<file path="src/fwpc_defs.svh">
/*
 * Constants for the flash write-protect / reset controller (host side).
 * Assumes a 40 MHz sys_clk and a parallel flash with the usual strobes.
 */
`ifndef FWPC_DEFS_SVH
`define FWPC_DEFS_SVH
// ----------------------------------------------------------------------
// Register offsets (byte addresses, AXI4-Lite)
// ----------------------------------------------------------------------
`define FWPC_REG_CTRL    8'h00
`define FWPC_REG_CMD     8'h04
`define FWPC_REG_STATUS  8'h08
`define FWPC_REG_RDATA   8'h0C
// ----------------------------------------------------------------------
// Control register fields
// ----------------------------------------------------------------------
`define FWPC_CTRL_RST_BIT  0
`define FWPC_CTRL_WP_BIT   1
`define FWPC_CTRL_RESET    2'h1
// ----------------------------------------------------------------------
// Command register fields: [7:0] data, [8] read, [9] two-step
// [17:10] confirm data
// ----------------------------------------------------------------------
`define FWPC_CMD_RD_BIT    8
`define FWPC_CMD_TWO_BIT   9
// ----------------------------------------------------------------------
// Status register fields
// ----------------------------------------------------------------------
`define FWPC_ST_BUSY_BIT   0
`define FWPC_ST_RDY_BIT    1
`define FWPC_ST_REFUSE_BIT 2
// ----------------------------------------------------------------------
// Flash command codes and timing
// ----------------------------------------------------------------------
`define FWPC_CMD_READ_ARRAY 8'hFF
`define FWPC_CMD_CLR_STATUS 8'h50
`define FWPC_STROBE_NS      100
`define FWPC_CLK_NS         25
`define FWPC_STROBE_CYC     ((`FWPC_STROBE_NS + `FWPC_CLK_NS - 1) / `FWPC_CLK_NS)
`endif

</file>
<file path="src/fwpc_pkg.sv">
/*
 * Types for the flash write-protect / reset controller.
 * Assumes fwpc_defs.svh supplies all numeric constants.
 */
package fwpc_pkg;
    typedef enum logic [2:0] {
        FWPC_IDLE  = 3'b000,
        FWPC_SETUP = 3'b001,
        FWPC_GAP   = 3'b010,
        FWPC_CONF  = 3'b011,
        FWPC_READ  = 3'b100,
        FWPC_DONE  = 3'b101
    } fwpc_state_t;
endpackage

</file>
<file path="src/fwpc_strobe.sv">
/*
 * One bus cycle on the flash pins: chip select and write or output strobe
 * held low for a fixed count, data captured at the end.
 * Assumes flash data input already synchronised by the caller.
 */
`include "fwpc_defs.svh"
module fwpc_strobe
    import fwpc_pkg::*;
#(
    parameter int unsigned HOLD = `FWPC_STROBE_CYC
) (
    input  wire logic        sys_clk,  // System clock
    input  wire logic        nrst,     // Sync reset, active low
    input  wire logic        start,    // Begin one cycle
    input  wire logic        is_read,  // Read rather than write
    output logic             busy,     // Cycle in progress
    output logic             done,     // One-cycle end pulse
    output logic             ce_n_q,   // Chip select
    output logic             we_n_q,   // Write strobe
    output logic             oe_n_q    // Output strobe
);
    logic [7:0] cnt_q;

    // ------------------------------------------------------------------
    // Strobe timer
    // ------------------------------------------------------------------
    // Write strobe low only with chip select low so a write is seen by the flash
    always_ff @(posedge sys_clk) begin
        if (!nrst) begin
            cnt_q  <= 8'h00;
            busy   <= 1'b0;
            done   <= 1'b0;
            ce_n_q <= 1'b1;
            we_n_q <= 1'b1;
            oe_n_q <= 1'b1;
        end else begin
            done <= 1'b0;
            if (start && !busy) begin
                busy   <= 1'b1;
                cnt_q  <= 8'(HOLD);
                ce_n_q <= 1'b0;
                we_n_q <= is_read;
                oe_n_q <= !is_read;
            end else if (busy) begin
                if (cnt_q == 8'h01) begin
                    busy   <= 1'b0;
                    done   <= 1'b1;
                    ce_n_q <= 1'b1;
                    we_n_q <= 1'b1;
                    oe_n_q <= 1'b1;
                end
                cnt_q <= cnt_q - 8'h01;
            end
        end
    end
endmodule

</file>
<file path="src/fwpc_top.sv">
/*
 * Host-side controller for a parallel flash: issues command writes,
 * two-step sequences and reads; drives reset/power-down and boot protect.
 * Assumes AXI4-Lite software access and flash pins outside sys_clk domain.
 */
// Flash usage rules for the host
// - Only issue operations with supplies valid and reset high.
// - Host reissues a whole command sequence after an abort.
// - Writes only with write strobe and chip select both low.
// - Host holds reset low over power transitions; writes disabled. The reset pin follows CTRL bit 0 only; supply_ok does not drive it.
`include "fwpc_defs.svh"
module fwpc_top
    import fwpc_pkg::*;
(
    input  wire logic        sys_clk,           // System clock 40 MHz
    input  wire logic        nrst,              // Sync reset, active low
    input  wire logic [7:0]  s_axi_awaddr,      // Write address
    input  wire logic        s_axi_awvalid,     // Write address valid
    output logic             s_axi_awready,     // Write address ready
    input  wire logic [31:0] s_axi_wdata,       // Write data
    input  wire logic [3:0]  s_axi_wstrb,       // Write byte enables
    input  wire logic        s_axi_wvalid,      // Write data valid
    output logic             s_axi_wready,      // Write data ready
    output logic [1:0]       s_axi_bresp,       // Write response
    output logic             s_axi_bvalid,      // Write response valid
    input  wire logic        s_axi_bready,      // Write response ready
    input  wire logic [7:0]  s_axi_araddr,      // Read address
    input  wire logic        s_axi_arvalid,     // Read address valid
    output logic             s_axi_arready,     // Read address ready
    output logic [31:0]      s_axi_rdata,       // Read data
    output logic [1:0]       s_axi_rresp,       // Read response
    output logic             s_axi_rvalid,      // Read data valid
    input  wire logic        s_axi_rready,      // Read data ready
    input  wire logic        supply_ok,         // Supplies in valid range
    input  wire logic        ready_busy_n,      // Flash ready/busy pin
    input  wire logic [7:0]  flash_dq_i,        // Flash data in
    output logic [7:0]       flash_dq_o,        // Flash data out
    output logic             flash_dq_oe_n,     // Data enable, low drives
    output logic             flash_ce_n,        // Chip select
    output logic             flash_we_n,        // Write strobe
    output logic             flash_oe_n,        // Output strobe
    output logic             reset_powerdown_n, // Reset/power-down pin
    output logic             boot_protect_n     // Boot-block protect pin
);
    fwpc_state_t state_q;
    logic [1:0]  ctrl_q;
    logic [17:0] cmd_q;
    logic [7:0]  rdata_q;
    logic        refuse_q;
    logic [1:0]  rb_sync_q, ok_sync_q;
    logic [7:0]  dq_s1_q, dq_s2_q;
    logic        st_start, st_busy, st_done;
    logic        ce_n_w, we_n_w, oe_n_w;
    logic        aw_hold_q, w_hold_q;
    logic [7:0]  aw_addr_q;
    logic [31:0] w_data_q;
    logic        w_be0_q;
    logic        wr_fire, cmd_go;

    function automatic logic [31:0] rd_mux(input logic [7:0] a,
        input logic [31:0] st, input logic [1:0] c, input logic [7:0] d);
        case (a)
            `FWPC_REG_CTRL:   rd_mux = {30'h0, c};
            `FWPC_REG_STATUS: rd_mux = st;
            `FWPC_REG_RDATA:  rd_mux = {24'h0, d};
            default:          rd_mux = 32'h0;
        endcase
    endfunction

    // ------------------------------------------------------------------
    // Pin synchronisers
    // ------------------------------------------------------------------
    always_ff @(posedge sys_clk) begin
        rb_sync_q <= {rb_sync_q[0], ready_busy_n};
        ok_sync_q <= {ok_sync_q[0], supply_ok};
        dq_s1_q   <= flash_dq_i;
        dq_s2_q   <= dq_s1_q;
    end

    // ------------------------------------------------------------------
    // AXI4-Lite write channel
    // ------------------------------------------------------------------
    assign wr_fire = aw_hold_q && w_hold_q && !s_axi_bvalid;
    assign cmd_go  = wr_fire && aw_addr_q == `FWPC_REG_CMD;

    // Address and data latched in either order, response after both
    always_ff @(posedge sys_clk) begin
        if (!nrst) begin
            aw_hold_q     <= 1'b0;
            w_hold_q      <= 1'b0;
            aw_addr_q     <= 8'h00;
            w_data_q      <= 32'h0;
            w_be0_q       <= 1'b0;
            s_axi_awready <= 1'b0;
            s_axi_wready  <= 1'b0;
            s_axi_bvalid  <= 1'b0;
            s_axi_bresp   <= 2'b00;
        end else begin
            s_axi_awready <= !aw_hold_q && !s_axi_awready;
            s_axi_wready  <= !w_hold_q && !s_axi_wready;
            if (s_axi_awvalid && s_axi_awready) begin
                aw_hold_q <= 1'b1;
                aw_addr_q <= s_axi_awaddr;
                s_axi_awready <= 1'b0;
            end
            if (s_axi_wvalid && s_axi_wready) begin
                w_hold_q <= 1'b1;
                w_data_q <= s_axi_wdata;
                w_be0_q  <= s_axi_wstrb[0]; // Strobe kept with its data
                s_axi_wready <= 1'b0;
            end
            if (wr_fire) begin
                aw_hold_q    <= 1'b0;
                w_hold_q     <= 1'b0;
                s_axi_bvalid <= 1'b1;
                s_axi_bresp  <= (aw_addr_q == `FWPC_REG_CTRL ||
                    aw_addr_q == `FWPC_REG_CMD) ? 2'b00 : 2'b10;
            end else if (s_axi_bready) begin
                s_axi_bvalid <= 1'b0;
            end
        end
    end

    // ------------------------------------------------------------------
    // Control register: reset/power-down and boot-protect levels
    // ------------------------------------------------------------------
    // reset pin released high, boot protect low
    always_ff @(posedge sys_clk) begin
        if (!nrst) begin
            ctrl_q <= `FWPC_CTRL_RESET;
        end else if (wr_fire && aw_addr_q == `FWPC_REG_CTRL &&
                     w_be0_q) begin
            ctrl_q <= w_data_q[1:0];
        end
    end

    always_ff @(posedge sys_clk) begin
        if (!nrst) begin
            reset_powerdown_n <= 1'b0;
            boot_protect_n    <= 1'b0;
        end else begin
            reset_powerdown_n <= ctrl_q[`FWPC_CTRL_RST_BIT];
            boot_protect_n    <= ctrl_q[`FWPC_CTRL_WP_BIT];
        end
    end

    // ------------------------------------------------------------------
    // Command sequencer
    // ------------------------------------------------------------------
    // setup then confirm
    always_ff @(posedge sys_clk) begin
        if (!nrst) begin
            state_q  <= FWPC_IDLE;
            cmd_q    <= 18'h0;
            refuse_q <= 1'b0;
        end else begin
            unique case (state_q)
                FWPC_IDLE: begin
                    if (cmd_go) begin
                        if (!ok_sync_q[1] || !reset_powerdown_n ||
                            !rb_sync_q[1]) begin
                            refuse_q <= 1'b1;
                        end else begin
                            refuse_q <= 1'b0;
                            cmd_q    <= w_data_q[17:0];
                            state_q  <= w_data_q[`FWPC_CMD_RD_BIT] ?
                                        FWPC_READ : FWPC_SETUP;
                        end
                    end
                end
                FWPC_SETUP:
                    if (st_done) state_q <= cmd_q[`FWPC_CMD_TWO_BIT] ?
                                            FWPC_GAP : FWPC_DONE;
                FWPC_GAP: state_q <= FWPC_CONF;
                FWPC_CONF: if (st_done) state_q <= FWPC_DONE;
                FWPC_READ: if (st_done) state_q <= FWPC_DONE;
                FWPC_DONE: state_q <= FWPC_IDLE;
                default: state_q <= FWPC_IDLE;
            endcase
            if (!reset_powerdown_n && state_q != FWPC_IDLE) begin
                state_q  <= FWPC_IDLE;
                refuse_q <= 1'b1;
            end
        end
    end

    assign st_start = (state_q == FWPC_SETUP || state_q == FWPC_CONF ||
                       state_q == FWPC_READ) && !st_busy && !st_done;

    fwpc_strobe u_strobe (
        .sys_clk (sys_clk),
        .nrst    (nrst),
        .start   (st_start),
        .is_read (state_q == FWPC_READ),
        .busy    (st_busy),
        .done    (st_done),
        .ce_n_q  (ce_n_w),
        .we_n_q  (we_n_w),
        .oe_n_q  (oe_n_w)
    );

    // ------------------------------------------------------------------
    // Flash pins and captured read data
    // ------------------------------------------------------------------
    // write gating
    always_ff @(posedge sys_clk) begin
        if (!nrst) begin
            flash_ce_n    <= 1'b1;
            flash_we_n    <= 1'b1;
            flash_oe_n    <= 1'b1;
            flash_dq_o    <= 8'h00;
            flash_dq_oe_n <= 1'b1;
            rdata_q       <= 8'h00;
        end else begin
            flash_ce_n    <= ce_n_w;
            flash_we_n    <= we_n_w || !ctrl_q[`FWPC_CTRL_RST_BIT];
            flash_oe_n    <= oe_n_w;
            flash_dq_o    <= (state_q == FWPC_CONF) ? cmd_q[17:10]
                                                    : cmd_q[7:0];
            flash_dq_oe_n <= we_n_w;
            if (st_done && state_q == FWPC_READ) rdata_q <= dq_s2_q;
        end
    end

    // ------------------------------------------------------------------
    // AXI4-Lite read channel
    // ------------------------------------------------------------------
    always_ff @(posedge sys_clk) begin
        if (!nrst) begin
            s_axi_arready <= 1'b0;
            s_axi_rvalid  <= 1'b0;
            s_axi_rdata   <= 32'h0;
            s_axi_rresp   <= 2'b00;
        end else begin
            s_axi_arready <= !s_axi_rvalid && !s_axi_arready;
            if (s_axi_arvalid && s_axi_arready) begin
                s_axi_arready <= 1'b0;
                s_axi_rvalid  <= 1'b1;
                s_axi_rdata   <= rd_mux(s_axi_araddr,
                    {29'h0, refuse_q, rb_sync_q[1], state_q != FWPC_IDLE},
                    ctrl_q, rdata_q);
                s_axi_rresp   <= (s_axi_araddr == `FWPC_REG_CMD ||
                    s_axi_araddr > `FWPC_REG_RDATA ||
                    s_axi_araddr[1:0] != 2'b00) ? 2'b10 : 2'b00;
            end else if (s_axi_rready) begin
                s_axi_rvalid <= 1'b0;
            end
        end
    end
endmodule

</file>
<file path="config.mk">
export PLATFORM = sky130hd
export DESIGN_NAME = fwpc_top
export DESIGN_NICKNAME = d
export VERILOG_FILES = /design/src/fwpc_pkg.sv /design/src/fwpc_strobe.sv /design/src/fwpc_top.sv
export VERILOG_INCLUDE_DIRS = /design/src /design/src/src
export SDC_FILE = /design/constraint.sdc
export NUM_CORES = 1
export LEC_CHECK = 0
export BUFFER_PORTS_ARGS = -buffer_cell sky130_fd_sc_hd__clkbuf_2
export CORE_MARGIN = 10
export CORE_UTILIZATION = 35
export CTS_CLUSTER_SIZE = 20
export DETAILED_ROUTE_END_ITERATION = 8
export HOLD_SLACK_MARGIN = 0.08
export PLACE_DENSITY_LB_ADDON = 0.2
export SLEW_MARGIN = 20
export SYNTH_ARGS = -nofsm -noshare
export SYNTH_HDL_FRONTEND = slang
export SYNTH_SLANG_ARGS = --single-unit
</file>
<file path="constraint.sdc">
create_clock -name sys_clk -period 2.6 [get_ports sys_clk]
set_clock_uncertainty 0.2 [all_clocks]
set_input_delay 0.13 -clock sys_clk [delete_from_list [all_inputs] [get_ports sys_clk]]
set_output_delay 0.13 -clock sys_clk [all_outputs]
set_load 0.01 [all_outputs]
</file>
==> results.md, run 1 <==
* Syn Inst Count at 500
* Kind of critical path: input pin to flop
* Placed inst area at 4940 sq um
* Final nets at 701
* Via density at 4.55
* Die area at 18000 sq um
* TritonCTS buffer count at 17
* Share of layout cells above drive strength 1 at 0.198
* Vias at 3707
* Commonest non-fill, non-tap cell in the layout: dfxtp_1
* Post-Place Cells at 724
* Worst-Margin Slew at 0.662 ns
* Die width at 134 um
* Setup bufs post-CTS at 0
* I/O Buffers at 80
* Worst r2r path cells at 4
* Vias in the first global route at 3662
* Data required time of the critical path at 2.74 ns
* CTS root buf: clkbuf_16
* Worst vdd ir at 0.461 mV
* Die Ht at 134 um
* Min-Delay Path Depth at 3
* Post-synth EDFFs at 0
* Fillers at 1192
* Post-synthesis sequential area ratio at 0.535
* Setup slack, reg-to-reg at 0.58 ns
* Post-route cell area at 6180 sq um
* DRT iter0 DRCs at 148
* Setup_tns at 0 ns
* First-pass GRT wire length at 17800 um
* CTS sink count at 122
* Syn avg cell area at 9.13 sq um
* Commonest cells after routing, fill and taps aside: dfxtp_1, clkbuf_2, nand2_1
* LEAKAGE at 2.44 nW
* Number of synthesized register bits at 122
* Synth Flop Type: dfxtp_1
* Clock slew at reported path FFs at 0.06 ns
* CTS tree: done
* Largest net degree at the start of global routing at 42
* Number of H-tree levels at 4
* Max-cap viol count at 0
* Post-CTS Resized at 0
* Worst min path class: input pin to flop
* Critical path capture point type: flop
* Drt total wl at 10800 um
* IO Count at 124
* Final min period at 2.42 ns
* GR Overflow Total at 0
* Routed WL per cell at 13.2 um
* Drt first pass iters at 4
* Initial Utilization at 0.360
* Slew Limit Fails at 0
* # setup viols final at 0
* Non-filler instance count after layout at 815
* YS warnings at 0
* Crit path max fanout at 3
* GPL Wtd Cong at 0.761
* Layout area overhead at 35.5%
* Core ar. at 12700 sq um
* Unrepaired setup endpoints after global routing: false
* DRC viols at 0
* Max Freq at 414 MHz
* Post-synth ARST share at 0
* Area of the multi-input gates at 1830 sq um
* Synth Cell Area at 4560 sq um
* Final hold viol count at 0
* Relative slew slack at 0.559
* GRT Total Usage at 0.121
* Worst path arrival time at 2.56 ns
* Antenna viol nets, final at 0
* Crit start category: input pin
* Initial antenna violation count at 0
* Row cnt at 41
* Max clock buf depth at 2
* Status: complete, no violations
* Fin crit share at 0.929
* Pwr per Cell Area at 768 nW/um^2
* Antenna Cells at 0
* Reg area at 2440 sq um
* Post-detail-place hpwl at 7480 um
* Distinct cells, synth at 55
* Worst skew pair latency at 0.42 ns
==> report_power, final <==
group	internal, W	leakage [nW]	switching (W)	total, W
combinational	0.000124	1.13	0.000126	0.000250
clock	0.00169	0.310	0.000856	0.00255
sequential	0.00192	0.995	0.0000297	0.00195
==> through the flow <==
step                      hold slack (ns)  utilization  worst slack [ns]  power, W
after global routing                0.130        0.488            0.0699   0.00491
after global placement             0.0337        0.390             0.607   0.00217
after CTS                          0.0838        0.485             0.101   0.00478
final                              0.0844        0.488             0.185   0.00474
after detailed placement           0.0340        0.390             0.565   0.00217
after floorplan                   -0.0423            -             0.928   0.00212
==> worst max-delay path: stages <==
cell           delay, ns
dlygate4sd3_1       0.53
clkbuf_2            0.10
nor2_1              0.10
dlygate4sd3_1       0.56
nand2_1             0.07
dlygate4sd3_1       0.58
or3_1               0.34
a21oi_1             0.13
==> final cells by class <==
type	count	share of cell area
Sequential cell	122	0.395
Multi-Input combinational cell	341	0.295
Timing Repair Buffer	141	0.165
Clock buffer	20	0.0755
Tap cell	172	0.0348
Clock inverter	12	0.0302
Inverter	7	0.00425
==> final timing paths <==
| check | from | endpoint |
|---|---|---|
| max | s_axi_araddr[6] | s_axi_rdata[1] |
| min | s_axi_awvalid | aw_hold_q |
| max reg2reg | state_q[1] | rdata_q[5] |
| min reg2reg | dq_s1_q[0] | dq_s2_q[0] |
==> synthesized netlist by cell type, drive strengths merged (3+ instances only) <==
library cell,number,area share
a21oi,62,0.068
a22oi,6,0.0099
and2,6,0.0082
buf,39,0.066
clkbuf,16,0.013
dfxtp,122,0.54
inv,7,0.0058
mux2i,12,0.026
nand2,78,0.065
nand2b,5,0.0069
nand3,36,0.039
nand4,3,0.0041
nor2,33,0.027
nor2b,3,0.0041
nor3,9,0.012
nor4,3,0.0088
nor4b,4,0.0090
o21ai,22,0.025
xnor2,4,0.0077
xor2,3,0.0058
==> what timing repair did <==
action,4_1_cts,5_1_grt
setup endpoints to repair,0,1
hold buffers,56,4
endpoints found under the hold margin,61,1
==> routing by layer <==
metal / part of all wire / vias up / wire [um] / GRT usage
met5: 0 / - / 0 / 0
met4: 0.017 / 0 / 187 / 0.0544
met3: 0.059 / 14 / 638 / 0.0448
met2: 0.46 / 90 / 4970 / 0.188
met1: 0.46 / 1689 / 4980 / 0.146
li1: - / 1914 / - / -
==> sequential cells by signal (all words and copies together) (netlist names), 2 cells and up <==
signal / cells
dq_s2_q: 8
ctrl_q: 2
rb_sync_q: 2
rdata_q: 8
flash_dq_o: 8
w_data_q: 18
aw_addr_q: 8
state_q: 3
u_strobe.cnt_q: 8
dq_s1_q: 8
s_axi_rdata: 8
ok_sync_q: 2
cmd_q: 17
==> cells by family after synthesis <==
family | Yosys count | synth area share
adders and majority gates | 2 | 0.00548
AOI/OAI and AO/OA | 100 | 0.121
DFF | 122 | 0.535
xor gates and xnor gates | 7 | 0.0134
and+or+nand+nor | 193 | 0.210
muxes | 13 | 0.0288
other | 1 | 0.000822
buffers and inverters | 62 | 0.0853
Power figures use the tool's default switching activity.
==> run 2, diff against run 1 <==
--- a/config.mk
+++ b/config.mk
@@ -7,12 +7,13 @@
 export NUM_CORES = 1
 export LEC_CHECK = 0
 export BUFFER_PORTS_ARGS = -buffer_cell sky130_fd_sc_hd__clkbuf_2
+export CORE_ASPECT_RATIO = 0.8
 export CORE_MARGIN = 10
 export CORE_UTILIZATION = 35
 export CTS_CLUSTER_SIZE = 20
 export DETAILED_ROUTE_END_ITERATION = 8
 export HOLD_SLACK_MARGIN = 0.08
-export PLACE_DENSITY_LB_ADDON = 0.2
+export PLACE_DENSITY = 0.6
 export SLEW_MARGIN = 20
 export SYNTH_ARGS = -nofsm -noshare
 export SYNTH_HDL_FRONTEND = slang
==> results.md, run 2 (synthesis results as in run 1) <==
* Status: complete, no violations
* Routed WL per cell at 13.7 um (+3.4%)
* DRT iter0 DRCs at 243 (+64%)
* Final min period at 2.24 ns (-0.175 ns)
* Initial antenna violation count at 0 (unchanged)
* Vias in the first global route at 3772 (+3.0%)
* Fin crit share at 0.862 (-0.0672)
* Reg area at 2440 sq um (unchanged)
* Row cnt at 37 (-9.8%)
* Relative slew slack at 0.481 (-0.0777)
* Worst skew pair latency at 0.41 ns (about the same)
* Vias at 3735 (+0.76%)
* Worst r2r path cells at 4 (unchanged)
* Via density at 4.59 (+1.0%)
* Setup slack, reg-to-reg at 0.36 ns (-0.22 ns)
* Layout area overhead at 33.7%
* Die Ht at 122 um (-9.0%)
* Largest net degree at the start of global routing at 45 (+7.1%)
* First-pass GRT wire length at 18200 um (+2.0%)
* Worst-Margin Slew at 0.778 ns (+0.116 ns)
* WHS Endpoint: aw_hold_q
* Setup WS pre-CTS at 0.544 ns (-0.0209 ns)
* Die width at 148 um (+10%)
* TritonCTS buffer count at 17 (unchanged)
* I/O Buffers at 80 (unchanged)
* Area of the multi-input gates at 1830 sq um (unchanged)
* DRC viols at 0 (unchanged)
* GPL Wtd Cong at 0.812 (+6.8%)
* Worst min path class: input pin to flop
* Min-delay src: s_axi_awvalid
* Core ar. at 12800 sq um (+1.2%)
* Max-cap viol count at 0 (unchanged)
* Commonest cells after routing, fill and taps aside: dfxtp_1, clkbuf_2, nand2_1
* Biggest register: w_data_q
* Largest register FFs at 18 (unchanged)
* Initial Utilization at 0.356 (-0.00429)
* Critical path capture point type: flop
* Pwr per Cell Area at 755 nW/um^2 (-1.6%)
* Worst path arrival time at 2.37 ns (-0.19 ns)
* CTS root buf: clkbuf_16
* Top Registers: w_data_q (18), cmd_q (17)
* IO Count at 124 (unchanged)
* Final WS setup at 0.360 ns (+0.175 ns)
* Post-detail-place hpwl at 7620 um (+1.9%)
* Slew Limit Fails at 0 (unchanged)
* Worst vdd ir at 0.437 mV (-5.4%)
* Antenna Cells at 0 (unchanged)
* Max clock buf depth at 2 (unchanged)
* Number of H-tree levels at 4 (unchanged)
* Crit path max fanout at 14 (+11)
* Antenna viol nets, final at 0 (unchanged)
* Final nets at 697 (-0.57%)
* Setup_tns at 0 ns (unchanged)
* GRT Total Usage at 0.124 (+0.00286)
* Crit start category: flop
* Kind of critical path: flop to flop
* GR Overflow Total at 0 (unchanged)
* Drt total wl at 11100 um (+3.2%)
* Final hold viol count at 0 (unchanged)
* LEAKAGE at 2.41 nW (-1.4%)
* Max Freq at 446 MHz (+7.8%)
* Die area at 18000 sq um (+0.16%)
* Share of layout cells above drive strength 1 at 0.191 (-0.00629)
* RR Endpoint: s_axi_rdata[2]
* Unrepaired setup endpoints after global routing: false
* Min-Delay Path Depth at 3 (unchanged)
* # setup viols final at 0 (unchanged)
* Data required time of the critical path at 2.73 ns (about the same)
* Fillers at 1222 (+2.5%)
* Drt first pass iters at 5 (+1)
* Commonest non-fill, non-tap cell in the layout: dfxtp_1
* RR Startpoint: s_axi_arready
* Clock slew at reported path FFs at 0.05 ns (about the same)
* CTS tree: done
* CTS sink count at 122 (unchanged)
==> run 2: worst max-delay path: stages (launching register included) <==
cell	delay, ns
dfxtp_1	0.36
nand2_1	0.31
or4b_1	0.61
dlygate4sd3_1	0.57
a21oi_1	0.12
==> run 2: worst max path at each step <==
stage                    start        endpoint  slack (ns)
4_1_cts        s_axi_araddr[6]  s_axi_rdata[2]        0.09
6_report         s_axi_arready  s_axi_rdata[2]        0.36
3_3_place_gp        state_q[1]      rdata_q[4]        0.61
2_1_floorplan     s_axi_bvalid        refuse_q        0.93
3_5_place_dp        state_q[1]      rdata_q[6]        0.54
5_1_grt          s_axi_arready  s_axi_rdata[2]        0.27
==> run 2: area by class of cell <==
type,count,share of cell area
tap,175,0.0359
inverter,7,0.00431
clock buffer,23,0.0767
timing repair buffer,137,0.160
multi-input combinational,341,0.299
sequential,122,0.400
clock inverter,8,0.0234
==> run 2: through the flow <==
| step | total power, W | area [sq um] | utilization | std cells | hold WS, ns |
|---|---|---|---|---|---|
| floorplan | 0.00212 | 4660 | - | 525 | -0.0423 |
| global placement | 0.00216 | 4940 | 0.385 | 727 | 0.0335 |
| detailed placement | 0.00217 | 4940 | 0.385 | 727 | 0.0353 |
| CTS | 0.00465 | 6110 | 0.477 | 814 | 0.106 |
| global route | 0.00477 | 6100 | 0.476 | 813 | 0.128 |
| finish | 0.00461 | 6100 | 0.476 | 813 | 0.116 |
==> run 2: repair_timing <==
action	in CTS	in global routing
gates resized for setup	0	0
setup buffers	0	0
endpoints found under the hold margin	63	0
hold buffers	56	0
endpoints found under the setup margin	0	2
==> run 2: per-layer routing <==
layer / track usage / up-vias / share of wire
met5: 0 / - / 0
met4: 0.0569 / 0 / 0.020
met3: 0.0378 / 19 / 0.055
met2: 0.206 / 96 / 0.49
met1: 0.145 / 1704 / 0.44
li1: - / 1916 / -
==> run 2: power breakdown <==
part / internal (W) / total [W] / switching, W
sequential: 0.00192 / 0.00195 / 0.0000294
clock: 0.00164 / 0.00242 / 0.000773
combinational: 0.000118 / 0.000244 / 0.000126
==> run 3, diff against run 2 <==
--- a/config.mk
+++ b/config.mk
@@ -7,13 +7,15 @@
 export NUM_CORES = 1
 export LEC_CHECK = 0
 export BUFFER_PORTS_ARGS = -buffer_cell sky130_fd_sc_hd__clkbuf_2
+export CELL_PAD_IN_SITES_DETAIL_PLACEMENT = 1
+export CELL_PAD_IN_SITES_GLOBAL_PLACEMENT = 1
 export CORE_ASPECT_RATIO = 0.8
 export CORE_MARGIN = 10
 export CORE_UTILIZATION = 35
 export CTS_CLUSTER_SIZE = 20
 export DETAILED_ROUTE_END_ITERATION = 8
 export HOLD_SLACK_MARGIN = 0.08
-export PLACE_DENSITY = 0.6
+export PLACE_DENSITY = 0.76
 export SLEW_MARGIN = 20
 export SYNTH_ARGS = -nofsm -noshare
 export SYNTH_HDL_FRONTEND = slang
==> constraint.sdc (replaced) <==
create_clock -name sys_clk -period 2.5 [get_ports sys_clk]
set_clock_uncertainty 0.2 [all_clocks]
set_input_delay 0.125 -clock sys_clk [delete_from_list [all_inputs] [get_ports sys_clk]]
set_output_delay 0.125 -clock sys_clk [all_outputs]
set_load 0.01 [all_outputs]
==> results.md, run 3 (synthesis results as in run 1) <==
* Final nets at 700 (+0.43%)
* Worst-Margin Slew at 0.721 ns (-0.0572 ns)
* Max clock buf depth at 2 (unchanged)
* Number of H-tree levels at 4 (unchanged)
* CTS sink count at 122 (unchanged)
* Max-cap viol count at 0 (unchanged)
* RR Startpoint: s_axi_arready
* Commonest cells after routing, fill and taps aside: dfxtp_1, clkbuf_2, nand2_1
* Vias at 3862 (+3.4%)
* Unrepaired setup endpoints after global routing: false
* Top Registers: w_data_q (18), cmd_q (17)
* Antenna viol nets, final at 0 (unchanged)
* Data required time of the critical path at 2.64 ns (-0.09 ns)
* Worst skew pair latency at 0.41 ns (about the same)
* Antenna Cells at 0 (unchanged)
* Commonest non-fill, non-tap cell in the layout: dfxtp_1
* GPL Wtd Cong at 0.806 (-0.76%)
* Crit start category: flop
* Worst min path class: input pin to flop
* Biggest register: w_data_q
* Worst Setup SP: s_axi_arready
* Post-detail-place hpwl at 8670 um (+14%)
* Setup WS pre-CTS at 0.440 ns (-0.104 ns)
* Final WS setup at 0.227 ns (-0.133 ns)
* Initial Utilization at 0.356 (unchanged)
* Initial antenna violation count at 0 (unchanged)
* CP endpoint: s_axi_rdata[2]
* Core ar. at 12800 sq um (unchanged)
* Total power at 0.00473 W (+2.6%)
* Largest register FFs at 18 (unchanged)
* Worst r2r path cells at 4 (unchanged)
* Worst hold slack at 0.117 ns (+0.00141 ns)
* RR Endpoint: s_axi_rdata[2]
* Layout area overhead at 33.5%
* Drt total wl at 13100 um (+18%)
* Worst path arrival time at 2.42 ns (+0.05 ns)
* GR Overflow Total at 0 (unchanged)
* # setup viols final at 0 (unchanged)
* First-pass GRT wire length at 21700 um (+19%)
* Slew Limit Fails at 0 (unchanged)
* Relative slew slack at 0.519 (+0.0381)
* Setup bufs post-CTS at 0 (unchanged)
* Die area at 18000 sq um (unchanged)
* Crit-path slowest cell: or4b_1
* Setup_tns at 0 ns (unchanged)
* Share of layout cells above drive strength 1 at 0.195 (+0.00348)
* Pwr per Cell Area at 776 nW/um^2 (+2.8%)
* Crit path max fanout at 14 (unchanged)
* Vias in the first global route at 4315 (+14%)
* Worst vdd ir at 0.488 mV (+12%)
* DRT iter0 DRCs at 280 (+15%)
* Final min period at 2.27 ns (+0.0329 ns)
* Slowest stage delay, CP at 0.61 ns (about the same)
* GRT Total Usage at 0.150 (+0.0262)
* CTS tree: done
* Clock slew at reported path FFs at 0.05 ns (about the same)
* I/O Buffers at 80 (unchanged)
* Critical path capture point type: flop
* Via density at 4.73 (+2.9%)
* Setup slack, reg-to-reg at 0.23 ns (-0.13 ns)
* CTS root buf: clkbuf_16
* Die width at 148 um (unchanged)
* IO Count at 124 (unchanged)
* Die Ht at 122 um (unchanged)
* Drt first pass iters at 4 (-1)
* DRC viols at 0 (unchanged)
* Final hold viol count at 0 (unchanged)
* Largest net degree at the start of global routing at 39 (-13%)
* Status: complete, no violations
* Crit path cell chain: nand2_1 > or4b_1 > dlygate4sd3_1 > a21oi_1
* TritonCTS buffer count at 17 (unchanged)
* Row cnt at 37 (unchanged)
* Kind of critical path: flop to flop
* Max Freq at 440 MHz (-1.4%)
* Fin crit share at 0.909 (+0.0476)
* Routed WL per cell at 16.0 um (+17%)
* LEAKAGE at 2.41 nW (about the same)
run 3: cell types whose count changed in the layout (fill, tap and decap cells not counted), sizes merged:
cell / previous run / this run
buf: 2 / 5
bufinv: 4 / 3
clkbuf: 103 / 104
clkinv: 3 / 4
run 3: where the power goes:
part	leakage, nW	internal (W)	switching, W
clock network	0.288	0.00161	0.000826
logic	1.12	0.000123	0.000140
registers	0.995	0.00200	0.0000330
run 3: layout make-up:
class                   instances  area, sq um
multi-input cells             341         1830
flip-flops and latches        122         2440
well taps                     175          219
fillers                      1508         6730
clock buffers                  24          472
inverters                       7         26.3
repair buffers                140          988
clock inverters                 8          118
run 3: worst min-delay path by stage:
stage | start | slack [ns] | cells after the start | endpoint
finish | s_axi_awvalid | 0.12 | 3 | aw_hold_q
global route | dq_s1_q[4] | 0.13 | 0 | dq_s2_q[4]
CTS | s_axi_awvalid | 0.11 | 3 | aw_hold_q
detailed placement | flash_dq_i[7] | 0.03 | 1 | dq_s1_q[7]
global placement | flash_dq_i[7] | 0.03 | 1 | dq_s1_q[7]
floorplan | flash_dq_i[0] | -0.05 | 0 | dq_s1_q[0]
run 3: what timing repair did:
item	4_1_cts	5_1_grt
endpoints found under the setup margin	0	0
gates resized for setup	0	0
hold endpoints to repair	63	0
hold buffers	55	0
run 3: worst max-delay path: cells and delay by family, from the launching register on:
kind / cells / cell delay, ns
AND/OR/NAND/NOR: 2 / 0.95
buffers and inverters: 1 / 0.56
AO/OA/AOI/OAI: 1 / 0.12
flip-flops: 1 / 0.37
run 3: metrics by stage:
step	util	cells	area, sq um
floorplan	-	525	4660
global placement	0.386	730	4950
detailed placement	0.386	730	4950
CTS	0.475	817	6090
global route	0.475	817	6090
finish	0.475	817	6090
run 3: routing by layer:
layer / vias to the layer above / track usage / part of all wire
li1: 1917 / - / -
met1: 1852 / 0.165 / 0.42
met2: 81 / 0.264 / 0.51
met3: 12 / 0.0489 / 0.047
met4: 0 / 0.0606 / 0.015
met5: - / 0 / 0
